[src/hw/spr_pkg.sv]
// shared constants and types of the submessage parser
package spr_pkg;

	// =========================================================
	// header layout
	localparam logic [31:0] HDR_BYTES      = 32'h0000_0004;
	localparam logic [1:0]  IDX_KIND       = 2'h0;
	localparam logic [1:0]  IDX_FLAGS      = 2'h1;
	localparam logic [1:0]  IDX_LEN_A      = 2'h2;
	localparam logic [1:0]  IDX_LEN_B      = 2'h3;
	localparam int          FLAG_ORDER_POS = 0;

	// =========================================================
	// kind codes and their meaningful flags (values arbitrary)
	localparam logic [7:0] KIND_PAD      = 8'h01;
	localparam logic [7:0] KIND_ACK_REQ  = 8'h06;
	localparam logic [7:0] KIND_BEAT     = 8'h07;
	localparam logic [7:0] KIND_GAP      = 8'h08;
	localparam logic [7:0] KIND_TIME     = 8'h09;
	localparam logic [7:0] KIND_SRC      = 8'h0C;
	localparam logic [7:0] KIND_REPLY    = 8'h0F;
	localparam logic [7:0] KIND_DST      = 8'h0E;
	localparam logic [7:0] KIND_DATA     = 8'h15;
	localparam logic [7:0] KIND_FRAG     = 8'h16;
	localparam logic [7:0] MASK_ORDER    = 8'h01;
	localparam logic [7:0] MASK_ONE      = 8'h03;
	localparam logic [7:0] MASK_TWO      = 8'h07;
	localparam logic [7:0] MASK_FOUR     = 8'h1F;
	localparam logic [7:0] MASK_NONE     = 8'h00;

	// =========================================================
	// receiver context initial values (values arbitrary)
	localparam logic [15:0]  VERSION_CURRENT = 16'h0201;
	localparam logic [15:0]  MAKER_CODE_NONE = 16'h0000;
	localparam logic [95:0]  ID_PREFIX_NONE  = 96'h0;
	localparam logic [127:0] ADDR_INVALID    = 128'h0;
	localparam logic [31:0]  PORT_INVALID    = 32'h0000_0000;
	localparam logic [63:0]  TIME_INVALID    = 64'hFFFF_FFFF_FFFF_FFFF;

	// context field selects for updates
	localparam logic [3:0] SEL_VERSION = 4'h0;
	localparam logic [3:0] SEL_MAKER   = 4'h1;
	localparam logic [3:0] SEL_SRC_PFX = 4'h2;
	localparam logic [3:0] SEL_DST_PFX = 4'h3;
	localparam logic [3:0] SEL_UC_ADDR = 4'h4;
	localparam logic [3:0] SEL_UC_PORT = 4'h5;
	localparam logic [3:0] SEL_MC_ADDR = 4'h6;
	localparam logic [3:0] SEL_MC_PORT = 4'h7;
	localparam logic [3:0] SEL_TIME    = 4'h8;

	// =========================================================
	// registers
	localparam logic [7:0]  REG_STATUS  = 8'h00;
	localparam logic [7:0]  REG_MASK    = 8'h04;
	localparam logic [7:0]  REG_CTRL    = 8'h08;
	localparam logic [7:0]  REG_PARTS   = 8'h0C;
	localparam logic [4:0]  STATUS_RST  = 5'h00;
	localparam logic [4:0]  MASK_RST    = 5'h00;
	localparam logic        CTRL_RST    = 1'b1;
	localparam int          EV_DONE     = 0;
	localparam int          EV_TRUNC    = 1;
	localparam int          EV_BAD_LEN  = 2;
	localparam int          EV_SKIP     = 3;
	localparam int          EV_INVALID  = 4;

	typedef enum logic [1:0] {
		ST_IDLE = 2'b00,
		ST_HDR  = 2'b01,
		ST_BODY = 2'b10,
		ST_DROP = 2'b11
	} spr_state_t;

	// flags that carry meaning for a kind; zero for unknown kinds
	function automatic logic [7:0] spr_kind_mask(input logic [7:0] kind);
		unique case (kind)
			KIND_PAD, KIND_SRC, KIND_DST: spr_kind_mask = MASK_ORDER;
			KIND_ACK_REQ, KIND_BEAT, KIND_TIME, KIND_REPLY:
				spr_kind_mask = MASK_ONE;
			KIND_GAP:  spr_kind_mask = MASK_TWO;
			KIND_DATA, KIND_FRAG: spr_kind_mask = MASK_FOUR;
			default:   spr_kind_mask = MASK_NONE;
		endcase
	endfunction : spr_kind_mask

	// length from its two bytes in arrival order
	function automatic logic [15:0] spr_len(input logic little,
		input logic [7:0] first, input logic [7:0] second);
		spr_len = little ? {second, first} : {first, second};
	endfunction : spr_len

endpackage : spr_pkg

[src/hw/spr_ctx_if.sv]
// receiver context signals between parser and context store
`timescale 1ns/100ps
interface spr_ctx_if;
	import spr_pkg::*;
	logic          init;
	logic [95:0]   local_prefix;
	logic [31:0]   xport_kind;
	logic          src_ok;
	logic [127:0]  src_addr;
	logic          wr;
	logic [3:0]    sel;
	logic [127:0]  wdata;
	logic [15:0]   version;
	logic [15:0]   maker;
	logic [95:0]   src_pfx;
	logic [95:0]   dst_pfx;
	logic [31:0]   uc_kind;
	logic [127:0]  uc_addr;
	logic [31:0]   uc_port;
	logic [31:0]   mc_kind;
	logic [127:0]  mc_addr;
	logic [31:0]   mc_port;
	logic          time_ok;
	logic [63:0]   time_val;

	modport owner (output init, local_prefix, xport_kind, src_ok, src_addr,
		wr, sel, wdata, input version, maker, src_pfx, dst_pfx, uc_kind,
		uc_addr, uc_port, mc_kind, mc_addr, mc_port, time_ok, time_val);
	modport store (input init, local_prefix, xport_kind, src_ok, src_addr,
		wr, sel, wdata, output version, maker, src_pfx, dst_pfx, uc_kind,
		uc_addr, uc_port, mc_kind, mc_addr, mc_port, time_ok, time_val);
endinterface : spr_ctx_if

[src/hw/spr_ctx.sv]
// per-message receiver context store
`timescale 1ns/100ps
module spr_ctx
	import spr_pkg::*;
(
	// clock and reset
	input  wire logic  i_sys_clk,
	input  wire logic  i_nrst,
	// context
	spr_ctx_if.store   c
);

	// =========================================================
	// context next state
	logic [15:0]  ver_q,  ver_d;
	logic [15:0]  mk_q,   mk_d;
	logic [95:0]  sp_q,   sp_d;
	logic [95:0]  dp_q,   dp_d;
	logic [31:0]  uk_q,   uk_d;
	logic [127:0] ua_q,   ua_d;
	logic [31:0]  up_q,   up_d;
	logic [31:0]  mkd_q,  mkd_d;
	logic [127:0] ma_q,   ma_d;
	logic [31:0]  mp_q,   mp_d;
	logic         tok_q,  tok_d;
	logic [63:0]  tv_q,   tv_d;

	always_comb begin
		{ver_d, mk_d, sp_d, dp_d} = {ver_q, mk_q, sp_q, dp_q};
		{uk_d, ua_d, up_d, mkd_d, ma_d, mp_d} =
			{uk_q, ua_q, up_q, mkd_q, ma_q, mp_q};
		{tok_d, tv_d} = {tok_q, tv_q};
		if (c.init) begin
			ver_d = VERSION_CURRENT;
			mk_d  = MAKER_CODE_NONE;
			sp_d  = ID_PREFIX_NONE;
			dp_d  = c.local_prefix;
			uk_d  = c.xport_kind;
			ua_d  = c.src_ok ? c.src_addr : ADDR_INVALID;
			up_d  = PORT_INVALID;
			mkd_d = c.xport_kind;
			ma_d  = ADDR_INVALID;
			mp_d  = PORT_INVALID;
			tok_d = 1'b0;
			tv_d  = TIME_INVALID;
		end else if (c.wr) begin
			// later parts refine context of the same message
			unique case (c.sel)
				SEL_VERSION: ver_d = c.wdata[15:0];
				SEL_MAKER:   mk_d  = c.wdata[15:0];
				SEL_SRC_PFX: sp_d  = c.wdata[95:0];
				SEL_DST_PFX: dp_d  = c.wdata[95:0];
				SEL_UC_ADDR: ua_d  = c.wdata;
				SEL_UC_PORT: up_d  = c.wdata[31:0];
				SEL_MC_ADDR: ma_d  = c.wdata;
				SEL_MC_PORT: mp_d  = c.wdata[31:0];
				SEL_TIME: begin
					tok_d = 1'b1;
					tv_d  = c.wdata[63:0];
				end
				default: ;
			endcase
		end
	end

	always_ff @(posedge i_sys_clk) begin
		if (!i_nrst) begin
			{ver_q, mk_q, sp_q, dp_q} <=
				{VERSION_CURRENT, MAKER_CODE_NONE, ID_PREFIX_NONE, ID_PREFIX_NONE};
			{uk_q, ua_q, up_q} <= {32'h0000_0000, ADDR_INVALID, PORT_INVALID};
			{mkd_q, ma_q, mp_q} <= {32'h0000_0000, ADDR_INVALID, PORT_INVALID};
			{tok_q, tv_q} <= {1'b0, TIME_INVALID};
		end else begin
			{ver_q, mk_q, sp_q, dp_q} <= {ver_d, mk_d, sp_d, dp_d};
			{uk_q, ua_q, up_q, mkd_q, ma_q, mp_q} <=
				{uk_d, ua_d, up_d, mkd_d, ma_d, mp_d};
			{tok_q, tv_q} <= {tok_d, tv_d};
		end
	end

	assign c.version  = ver_q;
	assign c.maker    = mk_q;
	assign c.src_pfx  = sp_q;
	assign c.dst_pfx  = dp_q;
	assign c.uc_kind  = uk_q;
	assign c.uc_addr  = ua_q;
	assign c.uc_port  = up_q;
	assign c.mc_kind  = mkd_q;
	assign c.mc_addr  = ma_q;
	assign c.mc_port  = mp_q;
	assign c.time_ok  = tok_q;
	assign c.time_val = tv_q;
endmodule : spr_ctx

[src/hw/spr_parser.sv]
// submessage parser with receiver context and register port
//
// The strobed register port and the address map were left to the implementer.
`timescale 1ns/100ps
module spr_parser
	import spr_pkg::*;
(
	// clock and reset
	input  wire logic          i_sys_clk,
	input  wire logic          i_nrst,
	// register port
	input  wire logic [7:0]    i_reg_addr,
	input  wire logic [31:0]   i_reg_wdata,
	input  wire logic          i_reg_wr,
	input  wire logic          i_reg_rd,
	output logic      [31:0]   o_reg_rdata,
	output logic               o_irq,
	// message stream
	input  wire logic          i_msg_start,
	input  wire logic [31:0]   i_msg_len,
	input  wire logic          i_byte_valid,
	input  wire logic [7:0]    i_byte_data,
	output logic               o_byte_ready,
	// part header out
	output logic               o_hdr_valid,
	output logic      [7:0]    o_part_kind_code,
	output logic      [7:0]    o_part_flags,
	output logic               o_byte_order_flag,
	output logic      [31:0]   o_part_body_length,
	output logic               o_part_last,
	output logic               o_part_known,
	// part body out
	output logic               o_body_valid,
	output logic      [7:0]    o_body_byte,
	output logic               o_body_end,
	// element decoder feedback
	input  wire logic          i_part_invalid,
	input  wire logic          i_ctx_wr,
	input  wire logic [3:0]    i_ctx_sel,
	input  wire logic [127:0]  i_ctx_wdata,
	// local and transport facts
	input  wire logic [95:0]   i_local_id_prefix,
	input  wire logic [31:0]   i_xport_kind,
	input  wire logic          i_src_addr_ok,
	input  wire logic [127:0]  i_src_addr,
	// receiver context
	output logic      [15:0]   o_sender_protocol_version,
	output logic      [15:0]   o_sender_maker_code,
	output logic      [95:0]   o_sender_id_prefix,
	output logic      [95:0]   o_target_id_prefix,
	output logic      [31:0]   o_single_reply_kind,
	output logic      [127:0]  o_single_reply_addr,
	output logic      [31:0]   o_single_reply_port,
	output logic      [31:0]   o_group_reply_kind,
	output logic      [127:0]  o_group_reply_addr,
	output logic      [31:0]   o_group_reply_port,
	output logic               o_time_mark_present,
	output logic      [63:0]   o_time_mark
);

	// =========================================================
	// parser state
	spr_state_t   state_q, state_d;
	logic [31:0]  rem_q,   rem_d;
	logic [1:0]   idx_q,   idx_d;
	logic [7:0]   kind_q,  kind_d;
	logic [7:0]   flg_q,   flg_d;
	logic [7:0]   lena_q,  lena_d;
	logic [31:0]  body_q,  body_d;
	logic         skip_q,  skip_d;
	logic [15:0]  parts_q, parts_d;
	logic         hv_q,    hv_d;
	logic [7:0]   hk_q,    hk_d;
	logic [7:0]   hf_q,    hf_d;
	logic [31:0]  hl_q,    hl_d;
	logic         hlast_q, hlast_d;
	logic         hkn_q,   hkn_d;
	logic         bv_q,    bv_d;
	logic [7:0]   bb_q,    bb_d;
	logic         be_q,    be_d;
	logic [4:0]   ev;
	logic         take;
	logic         start;
	logic         ctrl_en_q;
	logic [15:0]  raw_len;
	logic [31:0]  after;
	logic [31:0]  size;
	logic [7:0]   mask;

	assign start        = i_msg_start && ctrl_en_q;
	assign o_byte_ready = (state_q != ST_IDLE) && !start;
	assign take         = i_byte_valid && o_byte_ready;
	// length bytes in the order set by flag zero
	assign raw_len = spr_len(flg_q[FLAG_ORDER_POS], lena_q, i_byte_data);
	assign after   = rem_q - 32'h0000_0001;
	// zero length runs to message end
	assign size    = (raw_len == 16'h0000) ? after : {16'h0000, raw_len};
	assign mask    = spr_kind_mask(kind_q);

	always_comb begin
		state_d = state_q;
		rem_d   = take ? rem_q - 32'h0000_0001 : rem_q;
		{idx_d, kind_d, flg_d, lena_d} = {idx_q, kind_q, flg_q, lena_q};
		{body_d, skip_d, parts_d} = {body_q, skip_q, parts_q};
		{hk_d, hf_d, hl_d, hlast_d, hkn_d} =
			{hk_q, hf_q, hl_q, hlast_q, hkn_q};
		hv_d = 1'b0;
		bv_d = 1'b0;
		bb_d = bb_q;
		be_d = 1'b0;
		ev   = 5'h00;
		if (start) begin
			// new message restarts parsing and context
			state_d = ST_HDR;
			rem_d   = i_msg_len;
			idx_d   = IDX_KIND;
			parts_d = 16'h0000;
		end else begin
			unique case (state_q)
				ST_IDLE: ;
				ST_HDR: begin
					if (i_part_invalid) begin
						state_d         = ST_DROP;
						ev[EV_INVALID]  = 1'b1;
					end else if (idx_q == IDX_KIND && rem_q < HDR_BYTES) begin
						state_d       = ST_DROP;
						ev[EV_TRUNC]  = 1'b1;
					end else if (take) begin
						idx_d = idx_q + 2'h1;
						unique case (idx_q)
							IDX_KIND:  kind_d = i_byte_data;
							IDX_FLAGS: flg_d  = i_byte_data;
							IDX_LEN_A: lena_d = i_byte_data;
							IDX_LEN_B: begin
								if (raw_len != 16'h0000
									&& {16'h0000, raw_len} > after) begin
									state_d        = ST_DROP;
									ev[EV_BAD_LEN] = 1'b1;
								end else begin
									hv_d    = 1'b1;
									hk_d    = kind_q;
									// unknown flags hidden per kind
									hf_d    = flg_q & (mask | MASK_ORDER);
									hl_d    = size;
									// equal to the rest means last
									hlast_d = (size == after);
									hkn_d   = (mask != MASK_NONE);
									skip_d  = (mask == MASK_NONE);
									ev[EV_SKIP] = (mask == MASK_NONE);
									parts_d = parts_q + 16'h0001;
									// header follows body by length
									body_d  = size;
									state_d = (size == 32'h0000_0000) ?
										ST_HDR : ST_BODY;
								end
							end
							default: ;
						endcase
					end
				end
				ST_BODY: begin
					if (i_part_invalid) begin
						state_d        = ST_DROP;
						ev[EV_INVALID] = 1'b1;
					end else if (take) begin
						body_d = body_q - 32'h0000_0001;
						bv_d   = !skip_q;
						bb_d   = i_byte_data;
						be_d   = !skip_q && (body_q == 32'h0000_0001);
						if (body_q == 32'h0000_0001) begin
							state_d = ST_HDR;
							idx_d   = IDX_KIND;
						end
					end
				end
				ST_DROP: ;
				default: ;
			endcase
			// message ends when its byte count is spent
			if (state_d != ST_IDLE && rem_d == 32'h0000_0000) begin
				state_d = ST_IDLE;
			end
			if (state_q != ST_IDLE && state_d == ST_IDLE) begin
				ev[EV_DONE] = 1'b1;
			end
		end
	end

	always_ff @(posedge i_sys_clk) begin
		if (!i_nrst) begin
			state_q <= ST_IDLE;
			{rem_q, idx_q, kind_q, flg_q, lena_q} <= '0;
			{body_q, skip_q, parts_q} <= '0;
			{hv_q, hk_q, hf_q, hl_q, hlast_q, hkn_q} <= '0;
			{bv_q, bb_q, be_q} <= '0;
		end else begin
			state_q <= state_d;
			{rem_q, idx_q, kind_q, flg_q, lena_q} <=
				{rem_d, idx_d, kind_d, flg_d, lena_d};
			{body_q, skip_q, parts_q} <= {body_d, skip_d, parts_d};
			{hv_q, hk_q, hf_q, hl_q, hlast_q, hkn_q} <=
				{hv_d, hk_d, hf_d, hl_d, hlast_d, hkn_d};
			{bv_q, bb_q, be_q} <= {bv_d, bb_d, be_d};
		end
	end

	assign o_hdr_valid        = hv_q;
	assign o_part_kind_code   = hk_q;
	assign o_part_flags       = hf_q;
	assign o_byte_order_flag  = hf_q[FLAG_ORDER_POS];
	assign o_part_body_length = hl_q;
	assign o_part_last        = hlast_q;
	assign o_part_known       = hkn_q;
	assign o_body_valid       = bv_q;
	assign o_body_byte        = bb_q;
	assign o_body_end         = be_q;

	// =========================================================
	// registers and interrupt
	logic [4:0]   status_q, status_d;
	logic [4:0]   mask_q,   mask_d;
	logic         ctrl_en_d;
	logic [31:0]  rdata_q,  rdata_d;

	always_comb begin
		status_d  = status_q;
		mask_d    = mask_q;
		ctrl_en_d = ctrl_en_q;
		rdata_d   = 32'h0000_0000;
		if (i_reg_wr && i_reg_addr == REG_STATUS) begin
			status_d = status_q & ~i_reg_wdata[4:0];
		end
		status_d = status_d | ev;
		if (i_reg_wr && i_reg_addr == REG_MASK) begin
			mask_d = i_reg_wdata[4:0];
		end
		if (i_reg_wr && i_reg_addr == REG_CTRL) begin
			ctrl_en_d = i_reg_wdata[0];
		end
		if (i_reg_rd) begin
			unique case (i_reg_addr)
				REG_STATUS: rdata_d = {27'h0, status_q};
				REG_MASK:   rdata_d = {27'h0, mask_q};
				REG_CTRL:   rdata_d = {31'h0, ctrl_en_q};
				REG_PARTS:  rdata_d = {14'h0, state_q, parts_q};
				default:    rdata_d = 32'h0000_0000;
			endcase
		end
	end

	always_ff @(posedge i_sys_clk) begin
		if (!i_nrst) begin
			status_q  <= STATUS_RST;
			mask_q    <= MASK_RST;
			ctrl_en_q <= CTRL_RST;
			rdata_q   <= 32'h0000_0000;
		end else begin
			status_q  <= status_d;
			mask_q    <= mask_d;
			ctrl_en_q <= ctrl_en_d;
			rdata_q   <= rdata_d;
		end
	end

	assign o_reg_rdata = rdata_q;
	assign o_irq       = |(status_q & mask_q);

	// =========================================================
	// receiver context
	spr_ctx_if ctx ();

	assign ctx.init         = start;
	assign ctx.local_prefix = i_local_id_prefix;
	assign ctx.xport_kind   = i_xport_kind;
	assign ctx.src_ok       = i_src_addr_ok;
	assign ctx.src_addr     = i_src_addr;
	assign ctx.wr           = i_ctx_wr;
	assign ctx.sel          = i_ctx_sel;
	assign ctx.wdata        = i_ctx_wdata;

	spr_ctx u_ctx (
		.i_sys_clk (i_sys_clk),
		.i_nrst    (i_nrst),
		.c         (ctx.store)
	);

	assign o_sender_protocol_version = ctx.version;
	assign o_sender_maker_code       = ctx.maker;
	assign o_sender_id_prefix        = ctx.src_pfx;
	assign o_target_id_prefix        = ctx.dst_pfx;
	assign o_single_reply_kind       = ctx.uc_kind;
	assign o_single_reply_addr       = ctx.uc_addr;
	assign o_single_reply_port       = ctx.uc_port;
	assign o_group_reply_kind        = ctx.mc_kind;
	assign o_group_reply_addr        = ctx.mc_addr;
	assign o_group_reply_port        = ctx.mc_port;
	assign o_time_mark_present       = ctx.time_ok;
	assign o_time_mark               = ctx.time_val;
endmodule : spr_parser

[config.mk]
export PLATFORM = sky130hd
export DESIGN_NAME = spr_parser
export DESIGN_NICKNAME = d
export VERILOG_FILES = /design/src/hw/spr_pkg.sv /design/src/hw/spr_ctx_if.sv /design/src/hw/spr_ctx.sv /design/src/hw/spr_parser.sv
export SDC_FILE = /design/constraint.sdc
export NUM_CORES = 2
export LEC_CHECK = 0
export BUFFER_PORTS_ARGS = -buffer_cell sky130_fd_sc_hd__clkbuf_2
export CAP_MARGIN = 20
export CORE_AREA = 2 2 490 492
export CTS_CLUSTER_SIZE = 30
export DETAILED_ROUTE_END_ITERATION = 10
export DIE_AREA = 0 0 492 494
export GPL_ROUTABILITY_DRIVEN = 0
export MAX_ROUTING_LAYER = met4
export PLACE_DENSITY_LB_ADDON = 0.1
export SLEW_MARGIN = 25
export SYNTH_ARGS = -nofsm -noshare
export SYNTH_HDL_FRONTEND = slang
export SYNTH_HIERARCHICAL = 1
export SYNTH_SLANG_ARGS = --single-unit
export TNS_END_PERCENT = 100
[constraint.sdc]
create_clock -name i_sys_clk -period 7.2 [get_ports i_sys_clk]
set_clock_uncertainty 0.05 [all_clocks]
set_input_delay 0.36 -clock i_sys_clk [delete_from_list [all_inputs] [get_ports i_sys_clk]]
set_output_delay 0.36 -clock i_sys_clk [all_outputs]
set_load 0.01 [all_outputs]
==> impl_metrics.tcl <==
set metrics [dict create \
    whs_ns 0.07439 \
    hold_class "input pin to flop" \
    crit_fanout 41 \
    syn_avg_cell_area_um2 8.272 \
    max_freq_mhz 186.7 \
    cts_hold_buffers 478 \
    cts_tree "yes" \
    cts.sinks 838 \
    cts_root_buffer "clkbuf_16" \
    critical_path_arrival_ns 5.95 \
    die_h_um 494 \
    cts.path.max_buffers 3 \
    tightestPinTransition_ns 1.220 \
    core_area_um2 237400 \
    fin_crit_ns 5.356 \
    fin_crit_sh_pct 74.39 \
    synth.area.top_cells "dfxtp_1, a21oi_1, o21ai_0, nand3_1, a211oi_1" \
    detail-route-antenna-nets 0 \
    grt_antenna_before_repair 49 \
    row_count 179 \
    path_cells "nor4_1 > nand3_1 > xnor2_1 > inv_1 > ha_1 > nand4_1 > or4_1 > o31a_1 > nand4b_1 > a2111oi_4 > buf_4 > nor2_2 > buf_4 > nand2_1 > o211a_1" \
    cp_top_family "simple AND/OR/NAND/NOR gates" \
    cap_violations 0 \
    drt-initial-drc-count 3351 \
    post_cts_buffers 0 \
    end_kind "flop" \
    die_width_um 492 \
    cp.buffers_inverters 3 \
    h-tree-depth 3 \
    syn_area_um2 37560 \
    p_sw_w 0.003892 \
    finalSetupViolations 0 \
    ys.flop_type "dfxtp_1" \
    drtPass1Iterations 6 \
    post_drt_wl_per_cell_um 29.33 \
    dieArea_um2 243000 \
    cpMaxStageDelayCell "nor4_1" \
    switching_share_pct 30.90 \
    io_pins 1246 \
    cpPeakStageDelay_ns 0.70 \
    ys_warn_count 6 \
    synth_most_common_cell "dfxtp_1" \
    grt_max_degree 169 \
    peakVddDrop_mv 0.1692 \
    ys_seq_area_share_pct 44.67 \
    vias_per_cell 4.658 \
    final_nets 6361 \
    synthTopCellsByCount "dfxtp_1, a21oi_1, o21ai_0, nand3_1, clkbuf_1" \
    finalHoldViolCount 0 \
    p_comb_share_pct 16.2 \
    async_flop_share_pct 0 \
    critPathKind "flop to flop" \
    start_util_pct 15.82 \
    ys_seq_elements 838 \
    drive_gt1_share_pct 25.40 \
    cts_resized 0 \
    slew_headroom_pct 18.64 \
    crit_top_cell "buf_4" \
    grt-ovfl-total 0 \
    clock_latency_ns 0.78 \
    synth_top_area_share_pct 44.67 \
    synth_cell_type_count 87 \
    grt_pass1_wl_um 360900 \
    drc 0 \
    clockPowerShare_pct 44.8 \
    numCtsBuffers 111 \
    drt-total-wl_um 267800 \
    finalMaxSlewViolations 0 \
    synth-edff-count 0 \
    grtUsageTotal_pct 21.50 \
    tns_ns 0 \
    synth_area_leader_cell "dfxtp_1" \
    status "completed" \
    cp.required_ns 7.80 \
    p_int_w 0.008703 \
    clk_pin_slew_ns 0.06 \
    grt_pass1_vias 41560 \
    startpoint_type "flop" \
    power_density_nw_per_um2 232.0 \
    fin_util_pct 22.87 \
    syn_to_final_growth_pct 44.59 \
    syn_inst 4540 \
    place_hpwl_um 188700 \
    p_leak_nw 20.48 \
    rsz0062_at_grt "no" \
    num_vias 42540 \
    io_buffer_count 1201 \
    p_seq_share_pct 38.9 \
]
-- state kept, by name, summed over array words and instances, names as in the netlist, 8 cells and up, named ones only --
name and cells:
u_ctx/c.mc_addr 128, u_ctx/c.uc_addr 128, u_ctx/c.dst_pfx 96, u_ctx/c.src_pfx 96
u_ctx/c.time_val 64, body_q 32, o_part_body_length 32, rem_q 32
u_ctx/c.mc_kind 32, u_ctx/c.mc_port 32, u_ctx/c.uc_port 32, o_reg_rdata 18
parts_q 16, u_ctx/c.maker 16, u_ctx/c.version 16, kind_q 8
lena_q 8, o_body_byte 8, o_part_kind_code 8
-- power by group through the flow --
stage          clock, W  combinational (W)  sequential (W)
5_1_grt         0.00601            0.00218         0.00492
3_3_place_gp          0            0.00182         0.00500
2_1_floorplan         0           0.000844         0.00500
4_1_cts         0.00586            0.00206         0.00490
3_5_place_dp          0            0.00181         0.00500
6_report        0.00565            0.00204         0.00490
-- kinds of logic (layout without fill, tap and decap cells) --
family	after synthesis	in the layout	synth area share (%)
fa+ha+maj	29	29	0.9662
simple gates	1137	1137	14.95
buf+inv	603	1983	7.396
flops	838	838	44.67
other cells	1	46	0.009985
mux	82	82	2.269
compound gates	1783	1783	28.11
xor+xnor	67	67	1.636
-- cell usage in the layout (no fill, tap or decap), types with 62 or more instances in the layout --
cell type      count
a211oi_1         294
a21oi_1          506
a22oi_1          132
a31oi_1          102
clkbuf_16        112
clkbuf_2        1199
dfxtp_1          838
dlygate4sd3_1    478
mux2i_1           66
nand2_1          184
nand3_1          479
nor2_1           197
nor3_1            62
o21ai_0          485
o21ai_1          138
-- layer usage --
layer / routed length (um) / up-vias / GRT usage (%)
met2: 125400 / 1617 / 34.01
met3: 17580 / 286 / 4.873
met4: 9853 / 0 / 7.704
met1: 115000 / 21290 / 26.74
met5: 0 / - / -
li1: - / 19340 / -
-- worst register-to-register path, cell delays in order, from the launching register on --
cell,delay [ns]
dfxtp_1,0.38
nor4_1,0.70
nand3_1,0.69
xnor2_1,0.46
inv_1,0.17
ha_1,0.31
nand4_1,0.18
or4_1,0.57
o31a_1,0.28
nand4b_1,0.16
a2111oi_4,0.08
buf_4,0.25
nor2_2,0.15
buf_4,0.47
nand2_1,0.18
o211a_1,0.16
-- metrics by stage --
stage               instance area [um^2]  power (W)  instances  setup slack (ns)
floorplan                          37620   0.005848       4556             2.868
global placement                   45770   0.006816       8428             1.801
detailed placement                 45850   0.006814       8431             1.739
CTS                                54220    0.01282       9103             1.667
global route                       54270    0.01310       9121             1.444
finish                             54300    0.01260       9132             1.844
-- path summary, 6_finish.rpt --
path	end	slack, ns	from	cells after the start
max	skip_q	1.84	rem_q[10]	15
min	o_reg_rdata[0]	0.07	i_reg_addr[0]	4
max reg2reg	skip_q	1.84	rem_q[10]	15
min reg2reg	o_part_body_length[29]	0.40	o_part_body_length[29]	2
-- final cells by class --
type | count | area (um^2)
fillers | 26410 | 183100
multi-input cells | 3115 | 18200
flip-flops and latches | 838 | 16780
repair buffers | 1751 | 11540
well taps | 3167 | 3963
clock buffers | 175 | 3289
clock inverters | 19 | 299.0
inverters | 38 | 166.4
diodes | 29 | 72.57
Note: power is estimated with default switching activity, not from simulation.
